--- config.mk ---
export PLATFORM = sky130hd
export DESIGN_NAME = ssc_core
export DESIGN_NICKNAME = d
export VERILOG_FILES = /design/src/hdl/ssc_pkg.sv /design/src/hdl/ssc_core.sv
export SDC_FILE = /design/constraint.sdc
export NUM_CORES = 2
export LEC_CHECK = 0
export ABC_AREA = 1
export BUFFER_PORTS_ARGS = -buffer_cell sky130_fd_sc_hd__buf_2
export CORE_MARGIN = 5
export CORE_UTILIZATION = 50
export CTS_BUF_LIST = sky130_fd_sc_hd__clkbuf_8
export DETAILED_ROUTE_END_ITERATION = 10
export HOLD_SLACK_MARGIN = 0.02
export MAX_ROUTING_LAYER = met4
export PLACE_DENSITY_LB_ADDON = 0.12
export SYNTH_ARGS = -nofsm -noshare
export SYNTH_HDL_FRONTEND = slang
export SYNTH_SLANG_ARGS = --single-unit
--- constraint.sdc ---
create_clock -name mclk_in -period 9.45 [get_ports mclk_in]
set_input_delay 0 -clock mclk_in [delete_from_list [all_inputs] [get_ports mclk_in]]
set_output_delay 0 -clock mclk_in [all_outputs]
set_load 0.1 [all_outputs]
--- src/hdl/ssc_pkg.sv ---
// shared constants for the sensor sample and i/o control block
package ssc_pkg;

	// ************************************************************
	// frame layout: bit 15 write flag, [14:8] address, [7:0] data
	// ************************************************************
	localparam int FRAME_WR_BIT = 15;
	localparam logic [6:0] ADDR_PIN_IO = 7'h32;
	localparam logic [6:0] ADDR_MISC = 7'h34;
	localparam logic [6:0] ADDR_SAMPLE_PERIOD = 7'h36;
	localparam logic [6:0] ADDR_FILTER_RANGE = 7'h38;
	localparam logic [6:0] ADDR_SLEEP = 7'h3A;
	localparam logic [6:0] ADDR_GLOBAL_CMD = 7'h3E;

	// ************************************************************
	// reset values and field positions
	// ************************************************************
	localparam logic [15:0] RST_SAMPLE_PERIOD = 16'h0001;
	localparam logic [15:0] RST_FILTER_RANGE = 16'h0402;
	localparam logic [15:0] RST_PIN_IO = 16'h0000;
	localparam logic [15:0] RST_MISC = 16'h0006;
	localparam logic [7:0] LOW_POWER_MIN = 8'h0A;
	localparam int SP_TIMEBASE_BIT = 7;
	localparam int GCMD_SW_RESET_BIT = 7;
	localparam int MISC_MEM_TEST_BIT = 11;
	localparam int MISC_SELF_TEST_BIT = 10;
	localparam int MISC_DR_EN_BIT = 2;
	localparam int MISC_DR_POL_BIT = 1;
	localparam int MISC_DR_SEL_BIT = 0;
	localparam logic [2:0] RANGE_MID = 3'b010;
	localparam logic [2:0] RANGE_NARROW = 3'b001;
	localparam logic [2:0] TAPS_MIN_MID = 3'h2;
	localparam logic [2:0] TAPS_MIN_NARROW = 3'h4;

	// ************************************************************
	// timing: times in ns, cycle counts derived from the clock
	// ************************************************************
	localparam int CLK_PERIOD_NS = 25;
	localparam int BASE_FAST_NS = 610350;
	localparam int BASE_SLOW_NS = 18921000;
	localparam int SLEEP_UNIT_NS = 500000000;
	localparam int DR_PULSE_NS = 150000;
	localparam int BASE_FAST_CYCLES = BASE_FAST_NS / CLK_PERIOD_NS;
	localparam int BASE_SLOW_CYCLES = BASE_SLOW_NS / CLK_PERIOD_NS;
	localparam int SLEEP_UNIT_CYCLES = SLEEP_UNIT_NS / CLK_PERIOD_NS;
	localparam int DR_PULSE_CYCLES = (DR_PULSE_NS + CLK_PERIOD_NS - 1) / CLK_PERIOD_NS;

	typedef enum logic [1:0] {
		SSC_RUN = 2'b00,
		SSC_SLEEP_INDEF = 2'b01,
		SSC_SLEEP_TIMED = 2'b10
	} ssc_state_e;

endpackage

--- src/hdl/ssc_core.sv ---
// sample timing, sleep, filter, i/o line and control register logic
// How it works
// - period equals base period times increment plus one
// - timebase bit picks slow or fast base
// - sample period resets to one, 819.2 SPS
// - period 0x0A or above selects low power
// - indefinite sleep until chip-select falls or reset
// - nonzero sleep byte sleeps count half-seconds
// - two cascaded averagers of two-power taps
// - range field selects gyro range, resets widest
// - middle range taps >= 2, narrow >= 4
// - line ownership: misc, then alarm, then gpio
// - direction bits set output, reset input
// - level bits drive outputs, read back inputs
// - external sampling: line four input, period zero
// - data ready defaults on, high, line one
// - data ready pulse between 100 and 200 us
// - misc bits enable, polarity, line select
// - memory test bit self-clears when done
// - self-test bit self-clears when done
// - manual stimulus bits follow host only
// - bias compensation and origin alignment enables
// - software reset reloads stored copies, restarts
module ssc_core import ssc_pkg::*; #(
	parameter int DATA_W = 16,
	parameter int FAST_CYCLES = BASE_FAST_CYCLES,
	parameter int SLOW_CYCLES = BASE_SLOW_CYCLES,
	parameter int HALF_SEC_CYCLES = SLEEP_UNIT_CYCLES,
	parameter int PULSE_CYCLES = DR_PULSE_CYCLES
) (
	// clock and reset
	input wire logic mclk_in,
	input wire logic rst_n_in,
	// register frames
	input wire logic frame_valid_in,
	input wire logic [15:0] frame_in,
	input wire logic cs_n_in,
	output logic rd_valid_out,
	output logic [15:0] rd_data_out,
	// stored copies reloaded on software reset
	input wire logic [15:0] nv_sample_period_in,
	input wire logic [15:0] nv_filter_range_in,
	input wire logic [15:0] nv_pin_io_in,
	input wire logic [15:0] nv_misc_in,
	// sensor data
	input wire logic [DATA_W-1:0] sample_data_in,
	output logic sample_tick_out,
	output logic [DATA_W-1:0] filtered_out,
	// alarm logic claims of the i/o lines
	input wire logic [3:0] alarm_own_in,
	input wire logic [3:0] alarm_level_in,
	// i/o lines
	input wire logic [3:0] io_in,
	output logic [3:0] io_out,
	output logic [3:0] io_oe_n_out,
	// test engines and sensor controls
	input wire logic mem_test_done_in,
	input wire logic self_test_done_in,
	output logic mem_test_out,
	output logic self_test_out,
	output logic stim_neg_out,
	output logic stim_pos_out,
	output logic bias_comp_out,
	output logic origin_align_out,
	output logic [2:0] range_out,
	output logic low_power_out,
	output logic sleeping_out,
	output logic restart_out
);

	// ************************************************************
	// frame decode
	// ************************************************************
	localparam logic [19:0] FAST_M1 = 20'(FAST_CYCLES - 1);
	localparam logic [19:0] SLOW_M1 = 20'(SLOW_CYCLES - 1);
	localparam logic [24:0] HALF_M1 = 25'(HALF_SEC_CYCLES - 1);
	localparam logic [15:0] PULSE_LEN = 16'(PULSE_CYCLES);
	localparam int SW = DATA_W + 7;

	logic wr;
	logic [6:0] addr;
	logic [7:0] wdata;
	logic sw_reset;
	assign wr = frame_valid_in & frame_in[FRAME_WR_BIT];
	assign addr = frame_in[14:8];
	assign wdata = frame_in[7:0];
	assign sw_reset = wr && addr == ADDR_GLOBAL_CMD && wdata[GCMD_SW_RESET_BIT];

	function automatic logic [2:0] taps_floor(input logic [2:0] range, input logic [2:0] taps);
		logic [2:0] lim;
		lim = 3'h0;
		if (range == RANGE_MID)
			lim = TAPS_MIN_MID;
		else if (range == RANGE_NARROW)
			lim = TAPS_MIN_NARROW;
		taps_floor = (taps < lim) ? lim : taps;
	endfunction

	// ************************************************************
	// control registers
	// ************************************************************
	logic [7:0] sample_period;
	logic [8:0] sleep_control;
	logic [2:0] range;
	logic [2:0] taps;
	logic [3:0] pin_dir;
	logic [3:0] pin_level;
	logic [11:0] misc_control;
	ssc_state_e state;

	always_ff @(posedge mclk_in or negedge rst_n_in) begin
		if (!rst_n_in)
			sample_period <= RST_SAMPLE_PERIOD[7:0];
		else if (sw_reset)
			sample_period <= nv_sample_period_in[7:0];
		else if (wr && addr == ADDR_SAMPLE_PERIOD)
			sample_period <= wdata;
	end

	// the range write bumps taps up; a later tap write may raise them further
	always_ff @(posedge mclk_in or negedge rst_n_in) begin
		if (!rst_n_in) begin
			range <= RST_FILTER_RANGE[10:8];
			taps <= RST_FILTER_RANGE[2:0];
		end else if (sw_reset) begin
			range <= nv_filter_range_in[10:8];
			taps <= taps_floor(nv_filter_range_in[10:8], nv_filter_range_in[2:0]);
		end else if (wr && addr == (ADDR_FILTER_RANGE | 7'h01)) begin
			range <= wdata[2:0];
			taps <= taps_floor(wdata[2:0], taps);
		end else if (wr && addr == ADDR_FILTER_RANGE)
			taps <= taps_floor(range, wdata[2:0]);
	end

	always_ff @(posedge mclk_in or negedge rst_n_in) begin
		if (!rst_n_in) begin
			pin_dir <= RST_PIN_IO[3:0];
			pin_level <= RST_PIN_IO[11:8];
		end else if (sw_reset) begin
			pin_dir <= nv_pin_io_in[3:0];
			pin_level <= nv_pin_io_in[11:8];
		end else if (wr && addr == ADDR_PIN_IO)
			pin_dir <= wdata[3:0];
		else if (wr && addr == (ADDR_PIN_IO | 7'h01))
			pin_level <= wdata[3:0];
	end

	// test bits: a host write that sets a bit wins over a done in the same cycle
	always_ff @(posedge mclk_in or negedge rst_n_in) begin
		if (!rst_n_in)
			misc_control <= RST_MISC[11:0];
		else if (sw_reset)
			misc_control <= nv_misc_in[11:0];
		else begin
			if (wr && addr == ADDR_MISC)
				misc_control[7:0] <= wdata;
			if (wr && addr == (ADDR_MISC | 7'h01))
				misc_control[11:8] <= wdata[3:0];
			else begin
				if (mem_test_done_in)
					misc_control[MISC_MEM_TEST_BIT] <= 1'b0;
				if (self_test_done_in)
					misc_control[MISC_SELF_TEST_BIT] <= 1'b0;
			end
		end
	end

	// ************************************************************
	// sleep control
	// ************************************************************
	logic cs_n_q;
	logic cs_fall;
	logic [24:0] unit_cnt;
	logic [7:0] units_left;
	assign cs_fall = cs_n_q & ~cs_n_in;

	always_ff @(posedge mclk_in or negedge rst_n_in) begin
		if (!rst_n_in)
			cs_n_q <= 1'b1;
		else
			cs_n_q <= cs_n_in;
	end

	// registers are untouched while asleep, so waking resumes as configured
	always_ff @(posedge mclk_in or negedge rst_n_in) begin
		if (!rst_n_in) begin
			state <= SSC_RUN;
			sleep_control <= 9'h000;
			unit_cnt <= 25'h0;
			units_left <= 8'h00;
		end else if (sw_reset) begin
			state <= SSC_RUN;
			sleep_control <= 9'h000;
		end else begin
			case (state)
			SSC_RUN: begin
				unit_cnt <= 25'h0;
				if (wr && addr == (ADDR_SLEEP | 7'h01) && wdata[0]) begin
					sleep_control[8] <= 1'b1;
					state <= SSC_SLEEP_INDEF;
				end else if (wr && addr == ADDR_SLEEP) begin
					sleep_control[7:0] <= wdata;
					units_left <= wdata;
					if (wdata != 8'h00)
						state <= SSC_SLEEP_TIMED;
				end
			end
			SSC_SLEEP_INDEF: begin
				if (cs_fall) begin
					sleep_control[8] <= 1'b0;
					state <= SSC_RUN;
				end
			end
			SSC_SLEEP_TIMED: begin
				if (unit_cnt == HALF_M1) begin
					unit_cnt <= 25'h0;
					units_left <= units_left - 8'h01;
					if (units_left == 8'h01)
						state <= SSC_RUN;
				end else
					unit_cnt <= unit_cnt + 25'h1;
			end
			default: state <= SSC_RUN;
			endcase
		end
	end

	// ************************************************************
	// sample timing
	// ************************************************************
	logic running;
	logic ext_mode;
	logic io4_q;
	logic [19:0] base_cnt;
	logic [6:0] inc_cnt;
	logic base_tick;
	logic tick;
	assign running = state == SSC_RUN;
	assign ext_mode = sample_period == 8'h00 && !pin_dir[3];
	// >= so a period write never strands a counter beyond its new end
	assign base_tick = base_cnt >= (sample_period[SP_TIMEBASE_BIT] ? SLOW_M1 : FAST_M1);
	assign tick = running && (ext_mode ? (io_in[3] & ~io4_q) : (base_tick && inc_cnt >= sample_period[6:0]));

	always_ff @(posedge mclk_in or negedge rst_n_in) begin
		if (!rst_n_in) begin
			io4_q <= 1'b0;
			base_cnt <= 20'h0;
			inc_cnt <= 7'h0;
		end else begin
			io4_q <= io_in[3];
			if (sw_reset || !running || ext_mode) begin
				base_cnt <= 20'h0;
				inc_cnt <= 7'h0;
			end else if (base_tick) begin
				base_cnt <= 20'h0;
				inc_cnt <= (inc_cnt >= sample_period[6:0]) ? 7'h0 : inc_cnt + 7'h1;
			end else
				base_cnt <= base_cnt + 20'h1;
		end
	end

	// ************************************************************
	// two cascaded averaging stages
	// ************************************************************
	// a tap change restarts the window fill so the running sums stay exact
	logic [2:0] taps_q;
	logic [6:0] wr_ptr;
	logic [7:0] fill;
	logic [7:0] n_taps;
	logic [DATA_W-1:0] stage_out [0:1];
	assign n_taps = 8'h01 << taps;

	always_ff @(posedge mclk_in or negedge rst_n_in) begin
		if (!rst_n_in) begin
			taps_q <= RST_FILTER_RANGE[2:0];
			wr_ptr <= 7'h0;
			fill <= 8'h00;
		end else begin
			taps_q <= taps;
			if (taps != taps_q)
				fill <= 8'h00;
			else if (tick) begin
				wr_ptr <= wr_ptr + 7'h1;
				if (fill < n_taps)
					fill <= fill + 8'h01;
			end
		end
	end

	for (genvar s = 0; s < 2; s++) begin : g_stage
		logic [DATA_W-1:0] hist [0:127];
		logic signed [SW-1:0] sum;
		logic [DATA_W-1:0] din;
		logic [DATA_W-1:0] old;
		assign din = (s == 0) ? sample_data_in : stage_out[0];
		assign old = (fill < n_taps) ? '0 : hist[wr_ptr - n_taps[6:0]];

		always_ff @(posedge mclk_in) begin
			if (tick)
				hist[wr_ptr] <= din;
		end

		always_ff @(posedge mclk_in or negedge rst_n_in) begin
			if (!rst_n_in) begin
				sum <= '0;
				stage_out[s] <= '0;
			end else if (taps != taps_q)
				sum <= '0;
			else if (tick) begin
				sum <= sum + SW'($signed(din)) - SW'($signed(old));
				stage_out[s] <= DATA_W'((sum + SW'($signed(din)) - SW'($signed(old))) >>> taps);
			end
		end
	end

	// ************************************************************
	// data ready pulse and i/o lines
	// ************************************************************
	logic tick_q;
	logic dr_active;
	logic [15:0] dr_cnt;

	always_ff @(posedge mclk_in or negedge rst_n_in) begin
		if (!rst_n_in) begin
			tick_q <= 1'b0;
			dr_active <= 1'b0;
			dr_cnt <= 16'h0;
		end else begin
			tick_q <= tick;
			if (tick_q) begin
				dr_active <= 1'b1;
				dr_cnt <= 16'h1;
			end else if (dr_active && dr_cnt == PULSE_LEN)
				dr_active <= 1'b0;
			else if (dr_active)
				dr_cnt <= dr_cnt + 16'h1;
		end
	end

	always_ff @(posedge mclk_in or negedge rst_n_in) begin
		if (!rst_n_in) begin
			io_out <= 4'h0;
			io_oe_n_out <= 4'hF;
		end else begin
			for (int i = 0; i < 4; i++) begin
				if (misc_control[MISC_DR_EN_BIT] && i == int'(misc_control[MISC_DR_SEL_BIT])) begin
					io_out[i] <= dr_active ~^ misc_control[MISC_DR_POL_BIT];
					io_oe_n_out[i] <= 1'b0;
				end else if (alarm_own_in[i]) begin
					io_out[i] <= alarm_level_in[i];
					io_oe_n_out[i] <= 1'b0;
				end else begin
					io_out[i] <= pin_level[i];
					io_oe_n_out[i] <= ~pin_dir[i];
				end
			end
		end
	end

	// ************************************************************
	// read-back and outputs
	// ************************************************************
	logic [3:0] level_view;
	assign level_view = (pin_dir & pin_level) | (~pin_dir & io_in);

	always_ff @(posedge mclk_in or negedge rst_n_in) begin
		if (!rst_n_in) begin
			rd_valid_out <= 1'b0;
			rd_data_out <= 16'h0;
			filtered_out <= '0;
		end else begin
			rd_valid_out <= frame_valid_in & ~frame_in[FRAME_WR_BIT];
			if (frame_valid_in && !frame_in[FRAME_WR_BIT]) begin
				case (addr & 7'h7E)
				ADDR_SAMPLE_PERIOD: rd_data_out <= {8'h00, sample_period};
				ADDR_SLEEP: rd_data_out <= {7'h00, sleep_control};
				ADDR_FILTER_RANGE: rd_data_out <= {5'h00, range, 5'h00, taps};
				ADDR_PIN_IO: rd_data_out <= {4'h0, level_view, 4'h0, pin_dir};
				ADDR_MISC: rd_data_out <= {4'h0, misc_control[11:6], 3'h0, misc_control[2:0]};
				default: rd_data_out <= 16'h0;
				endcase
			end
			if (tick_q)
				filtered_out <= stage_out[1];
		end
	end

	assign sample_tick_out = tick;
	assign mem_test_out = misc_control[MISC_MEM_TEST_BIT];
	assign self_test_out = misc_control[MISC_SELF_TEST_BIT];
	assign stim_neg_out = misc_control[9];
	assign stim_pos_out = misc_control[8];
	assign bias_comp_out = misc_control[7];
	assign origin_align_out = misc_control[6];
	assign range_out = range;
	assign low_power_out = sample_period >= LOW_POWER_MIN;
	assign sleeping_out = !running;
	assign restart_out = sw_reset;

	logic [15:0] pulse_len;
	always_ff @(posedge mclk_in or negedge rst_n_in) begin
		if (!rst_n_in)
			pulse_len <= 16'h0;
		else
			// restarts with the pulse, so a retriggered pulse is judged from its last start
			pulse_len <= tick_q ? 16'h1 : (dr_active ? pulse_len + 16'h1 : 16'h0);
	end
endmodule // ssc_core

# Word level (Yosys, flattened, before mapping)
# Memories as Yosys holds them, arrays and structs flattened.
# Index checks and enable logic that the tools add are counted.
# Widths: inputs -> output; s select.
[op_classes]
eq_ne = 40
shift = 3
magnitude_cmp = 7
bitwise_logic = 19
reduce_logical = 55
add_sub_neg = 12
n_mux = 88
[ops]
columns = ["cell", "count"]
rows = [
  ["$mux 23", 4],
  ["$mux 16", 5],
  ["$mux 8", 10],
  ["$eq 7x6->1 const B", 10],
  ["$mux 20", 3],
  ["$mux 3", 20],
  ["$pmux 12 s5", 1],
  ["$pmux 25 s2", 1],
  ["$add 23x16->23", 2],
  ["$sshr 23x3->16", 2],
  ["$sub 23x16->23", 2],
  ["$eq 6x5->1 const B", 5],
  ["$reduce_bool 2->1", 14],
  ["$add 25x1->25 const B", 1],
  ["$eq 25x25->1 const B", 1],
  ["$mux 25", 1],
  ["$mux 1", 21],
  ["$mux 7", 3],
  ["$add 20x1->20 const B", 1],
  ["$ge 20x20->1", 1],
  ["$mux 4", 5],
  ["$logic_and 1x1->1", 19],
  ["$mux 2", 9],
  ["$add 16x1->16 const B", 1],
  ["other kinds (41)", 82],
]
[word_totals]
mem_count = 2
register_bits = 262
ramBits = 4096
word_cells = 259
output_inout_bits = 54
inputBits = 114
[memory_table]
columns = ["memory", "depth", "width", "read_ports", "rd_ports_with_merged_regs", "write_ports", "line", "text"]
rows = [
  ["g_stage[0].hist", 128, 16, 1, 0, 1, "ssc_core.sv:291", "logic [DATA_W-1:0] hist [0:127];"],
  ["g_stage[1].hist", 128, 16, 1, 0, 1, "ssc_core.sv:291", ""],
]

# Depth between registers and ports, before layout
[depth]
ltp_word = 11
depth_mapped = 42
depth_no_buf = 37

# Worst setup path after synthesis
# No wires, ideal clock.
[synth_path]
path_kind = "register to register"
from = "register taps[1]"
to = "register stage_out (netlist bit g_stage[1].din[12])"
path_stages_with_launch = 38
arrival_time_ps = 5560
setup_ps = 72
slack_ps = 3818
path_cell_list = "dfstp_2 buf_2 nor2_1 nand2_1 inv_1 ha_1 fa_1 buf_4 inv_2 buf_4 buf_2 buf_4 clkbuf_1 a32oi_1 o211ai_1 nand3_1 o211ai_1 nand3_1 (+2 left out) fa_1 inv_1 fa_1 nand3_1 nand2_1 nand2_1 nand3_1 a21boi_0 o21ai_1 xor2_1 nand2_1 o21ai_1 nand2_1 nand2_1 nand2_1 o21ai_1 nand2_1 nand2_1"
[synth_between]
elab_chain_len = 6
word_cells_on_any_way = 10
cone_classes = "add/sub: 2; order compare: 1; eq/ne: 1; shift: 2; mux: 1; bitwise: 1; reduce/logical: 1; memory: 1"
[synth_lines]
columns = ["item", "line", "text"]
rows = [
  ["start: declaration", "ssc_core.sv:105", "logic [2:0] taps;"],
  ["start signal: assignment", "ssc_core.sv:124", "taps <= RST_FILTER_RANGE[2:0];"],
  ["start signal: assignment", "ssc_core.sv:127", "taps <= taps_floor(nv_filter_range_in[10:8], nv_filter_range_in[2:0]);"],
  ["start signal: assignment", "ssc_core.sv:130", "taps <= taps_floor(wdata[2:0], taps);"],
  ["$shl 1x3->8", "ssc_core.sv:271", "assign n_taps = 8'h01 << taps;"],
  ["$sub 7x7->7", "ssc_core.sv:296", "assign old = (fill < n_taps) ? '0 : hist[wr_ptr - n_taps[6:0]];"],
  ["$mem_v2 128x16", "--", ""],
  ["$mux 16", "ssc_core.sv:296", ""],
  ["$sub 23x16->23", "ssc_core.sv:311", "stage_out[s] <= DATA_W'((sum + SW'($signed(din)) - SW'($signed(old))) >>> taps);"],
  ["$sshr 23x3->16", "ssc_core.sv:311", ""],
  ["end signal: indexed assignment", "ssc_core.sv:311", ""],
  ["end: declaration", "ssc_core.sv:270", "logic [DATA_W-1:0] stage_out [0:1];"],
]
# Parallel ways exist; a longest one is shown, timed or not.
# A chain may end at the register's enable or synchronous reset.

# Final worst setup path
[layout_path]
from = "register taps[1]"
to = "register stage_out[12] (netlist bit)"
# The elaborated chain is that of the path after synthesis.

==> results.md <==
* F_max at 119 MHz
* Routed wire per std cell at 28.0 um
* Drt first-iter violations at 14710
* Grt ovf at 0
* Height of the die at about 610 um
* Syn Area/Cell at 12.6 sq um
* FFs w/ async S/R, synth at 5.86%
* Ports at 168
* RSZ-0062 raised after global routing: false
* Seq. cell area at 129000 sq um
* # DRC at 0
* Crit path required time at ~11 ns
* Gpl congestion at 0.897
* Status: complete, no violations
* Wire length on met3 at approximately 52000 um
* Routed wire length at between 500000 and 600000 um
* Endpoints failing setup at 0
* Final worst-path setup slack at slightly above 1 ns
* Port Buffer Count at 130
* Worst min path class: in2reg
* Clk root buf: clkbuf_8
* Area added between synthesis and finish at 12.9%
* Post-DP Area at 188000 sq um
* Final Cell Area at ~200000 sq um
* Total negative setup slack at 0 ns
* Vias in the first global route at 119678
* LEAKAGE at 69.6 nW
* Worst slew pin tran at 1.36 ns
* Critical path fanouts, max at 71
* Crit path capture type: register
* Yosys warns at 0
* Antenna viol nets, final at 0
* Vias at 123422
* Element type at the critical path start: register
* Post_cts resized at 0
* Synthesized flop and latch total at 4351
* CTS buffer count at ~700
* Nets at 15156
* Vias per cell at about 6.1
* Clock slew at reported path FFs at 0.05 ns
* Rel. slew slack at 9.44%
* Top FF cell, synth: edfxtp_1
* Final core occ at between 50 and 60%
* Max-cap violations at 0
* Clock Tree Buf Depth at 4
* Die Wd at 610 um
* Worst path slowest cell: o21ai_1
* CTS tree: done
* Final min period at 8.42 ns
* Clock sink count at 4351
* Final Skew at 0.0882 ns
* Initial antenna violation count at 29
* WHS at around 0.12 ns
* Pins Over Slew Limit at 0
* Pre-antenna DRT Iters at 9
* Gr usage total at 30.5%
* Htree depth at 6
* Final period util at approximately nine tenths
* VDD IR max at 0.165 mV
* Post-Syn Instances at roughly 14000
* Post-synthesis cell type count at between 60 and 70
* P per Cell Area at 266 nW/um^2
* Critical path type: reg2reg
* Skew-Pair Late Insertion Delay at approximately 1.2 ns
* # rows at 220
* Fillcell total at about 29000
* WP data arrival at 9.49 ns
* Synth Cell Area at ~180000 sq um
* Top layer in use: met4
* Die area at 372000 sq um
* Fraction of layout cells with a size suffix above 1 at 10.6%
* Multi-input logic area at 45700 sq um
* CP most frequent cell: nand2_1
* Max stage delay on crit path at 0.61 ns
* Initial Utilization at 50.1%
* First-pass GRT wire length at 815000 um
* Detailed Place HPWL at 323000 um
* Count of flip-flops with a built-in enable after synthesis at 4096
* Met1 Routed Length at between 200000 and 250000 um
* Core Area at 359000 sq um
* Largest net degree at the start of global routing at 169
* DP Worst Slack at ~1.2 ns
* Sequential share of the synthesized area at between 70% and 80%
* Met2 wire len at 251000 um
* Hold Vio Cnt, Final at 0
registers in the layout (all words and copies together), names as in the netlist, 9 cells and up:
register and count:
dr_cnt 16, g_stage.hist 4096, g_stage.din 16, filtered_out 16
base_cnt 20, misc_control 9, rd_data_out 12, unit_cnt 25
sleep_control 9, g_stage.sum 46, stage_out 16
critical path, delay by kind of cell, from the launching register on:
kind	cells	cell delay (ns)
compound gates	8	2.06
xor+xnor	1	0.29
fa+ha+maj	3	1.34
buf+inv	7	1.87
flops	1	0.60
simple gates	13	1.83
power breakdown:
group          internal [W]  total [W]  switching (W)  leakage (nW)
logic               0.00474     0.0167         0.0120          22.2
registers            0.0219     0.0224       0.000521          40.0
clock network       0.00759     0.0150        0.00746          7.41
cell usage in the layout, fill, tap and decap left out, drive strengths merged, types with 23 or more instances in the layout:
cell	Yosys	layout
nand4	24	24
o21ai	639	639
a22oi	330	330
dlygate4sd3	0	238
dfrtp	244	244
fa	45	45
inv	424	704
nor3	48	48
nor2	591	591
o22ai	112	112
ha	94	94
clkinv	4	206
a21oi	1428	1428
a211oi	157	157
a32o	480	480
a32oi	152	152
xnor2	23	23
xor2	44	44
buf	556	597
a31oi	24	24
edfxtp	4096	4096
nand2	3682	3682
nand3	351	351
o211ai	257	257
clkbuf	400	723
area by class of cell:
class                           count  area share, %
Antenna cell                       21         0.0259
Timing Repair Buffer              835           3.80
Clock buffer                      723           4.90
Tap cell                         4773           2.94
Sequential cell                  4351           63.7
Clock inverter                    514           1.36
Inverter                          428          0.812
Multi-Input combinational cell   8584           22.5
synthesized netlist by cell type (7+ instances only):
master	count	share of area, %
dfrtp_1	244	3.4
a32o_1	480	2.7
nor2_1	590	1.2
edfxtp_1	4096	68
a21oi_1	1426	4.0
o21ai_0	548	1.5
buf_4	72	0.30
xor2_1	44	0.21
nand2_1	3679	7.7
buf_1	74	0.15
inv_2	12	0.025
dfstp_2	11	0.16
xnor2_1	22	0.11
o22ai_1	112	0.39
o211ai_1	257	1.1
nand3_1	350	0.97
clkbuf_1	400	0.83
a32oi_1	152	0.74
nand4_1	24	0.083
ha_1	94	0.65
nor3_1	46	0.13
inv_1	411	0.86
buf_2	403	1.1
o21bai_1	7	0.029
a22oi_1	330	1.4
buf_6	7	0.044
a31oi_1	24	0.083
o21ai_1	90	0.25
fa_1	45	0.50
nor4_1	14	0.049
a211oi_1	157	0.65
o221ai_1	12	0.058
or2_2	10	0.035
a21o_1	7	0.029
through the flow:
stage                     total power, W  std cells
final                             0.0541      20229
after global routing              0.0565      20219
after CTS                         0.0541      20208
after detailed placement          0.0391      18725
after global placement            0.0388      18725
after floorplan                   0.0324      14319
kinds of logic (layout without fill, tap and decap cells):
kind of cell / after synthesis / after routing / synth area share, %
buf+inv: 1384 / 2500 / 3.35
xor+xnor: 67 / 67 / 0.330
other cells: 1 / 25 / 0.00208
simple gates: 4734 / 4734 / 10.3
flops: 4351 / 4351 / 71.9
compound gates: 3637 / 3637 / 13.0
fa+ha+maj: 139 / 139 / 1.15
mux: 3 / 3 / 0.0174
layer usage:
metal | vias to the layer above | track usage, %
met1 | 62215 | 41.8
met2 | 5919 | 44.8
li1 | 54134 | -
met4 | 0 | 14.0
met5 | - | -
met3 | 1154 | 5.66
timing repair:
item | in CTS | in global routing
hold endpoints to repair | 2164 | 0
hold buffers | 246 | 0
setup buffers | 0 | 0
worst paths after layout:
check | from | end | slack, ns | depth (start not counted)
max | taps[1] | stage_out[12] | 1.03 | 32
max in group asynchronous | rst_n_in | g_stage[1].din[1] | 7.49 | 6
min in group asynchronous | rst_n_in | rd_data_out[11] | 0.55 | 5
max reg2reg | taps[1] | stage_out[12] | 1.03 | 32
min reg2reg | taps[1] | taps_q[1] | 0.42 | 0
min | sample_data_in[0] | g_stage[0].hist[24][0] | 0.12 | 3
(Power assumes the default switching activity.)
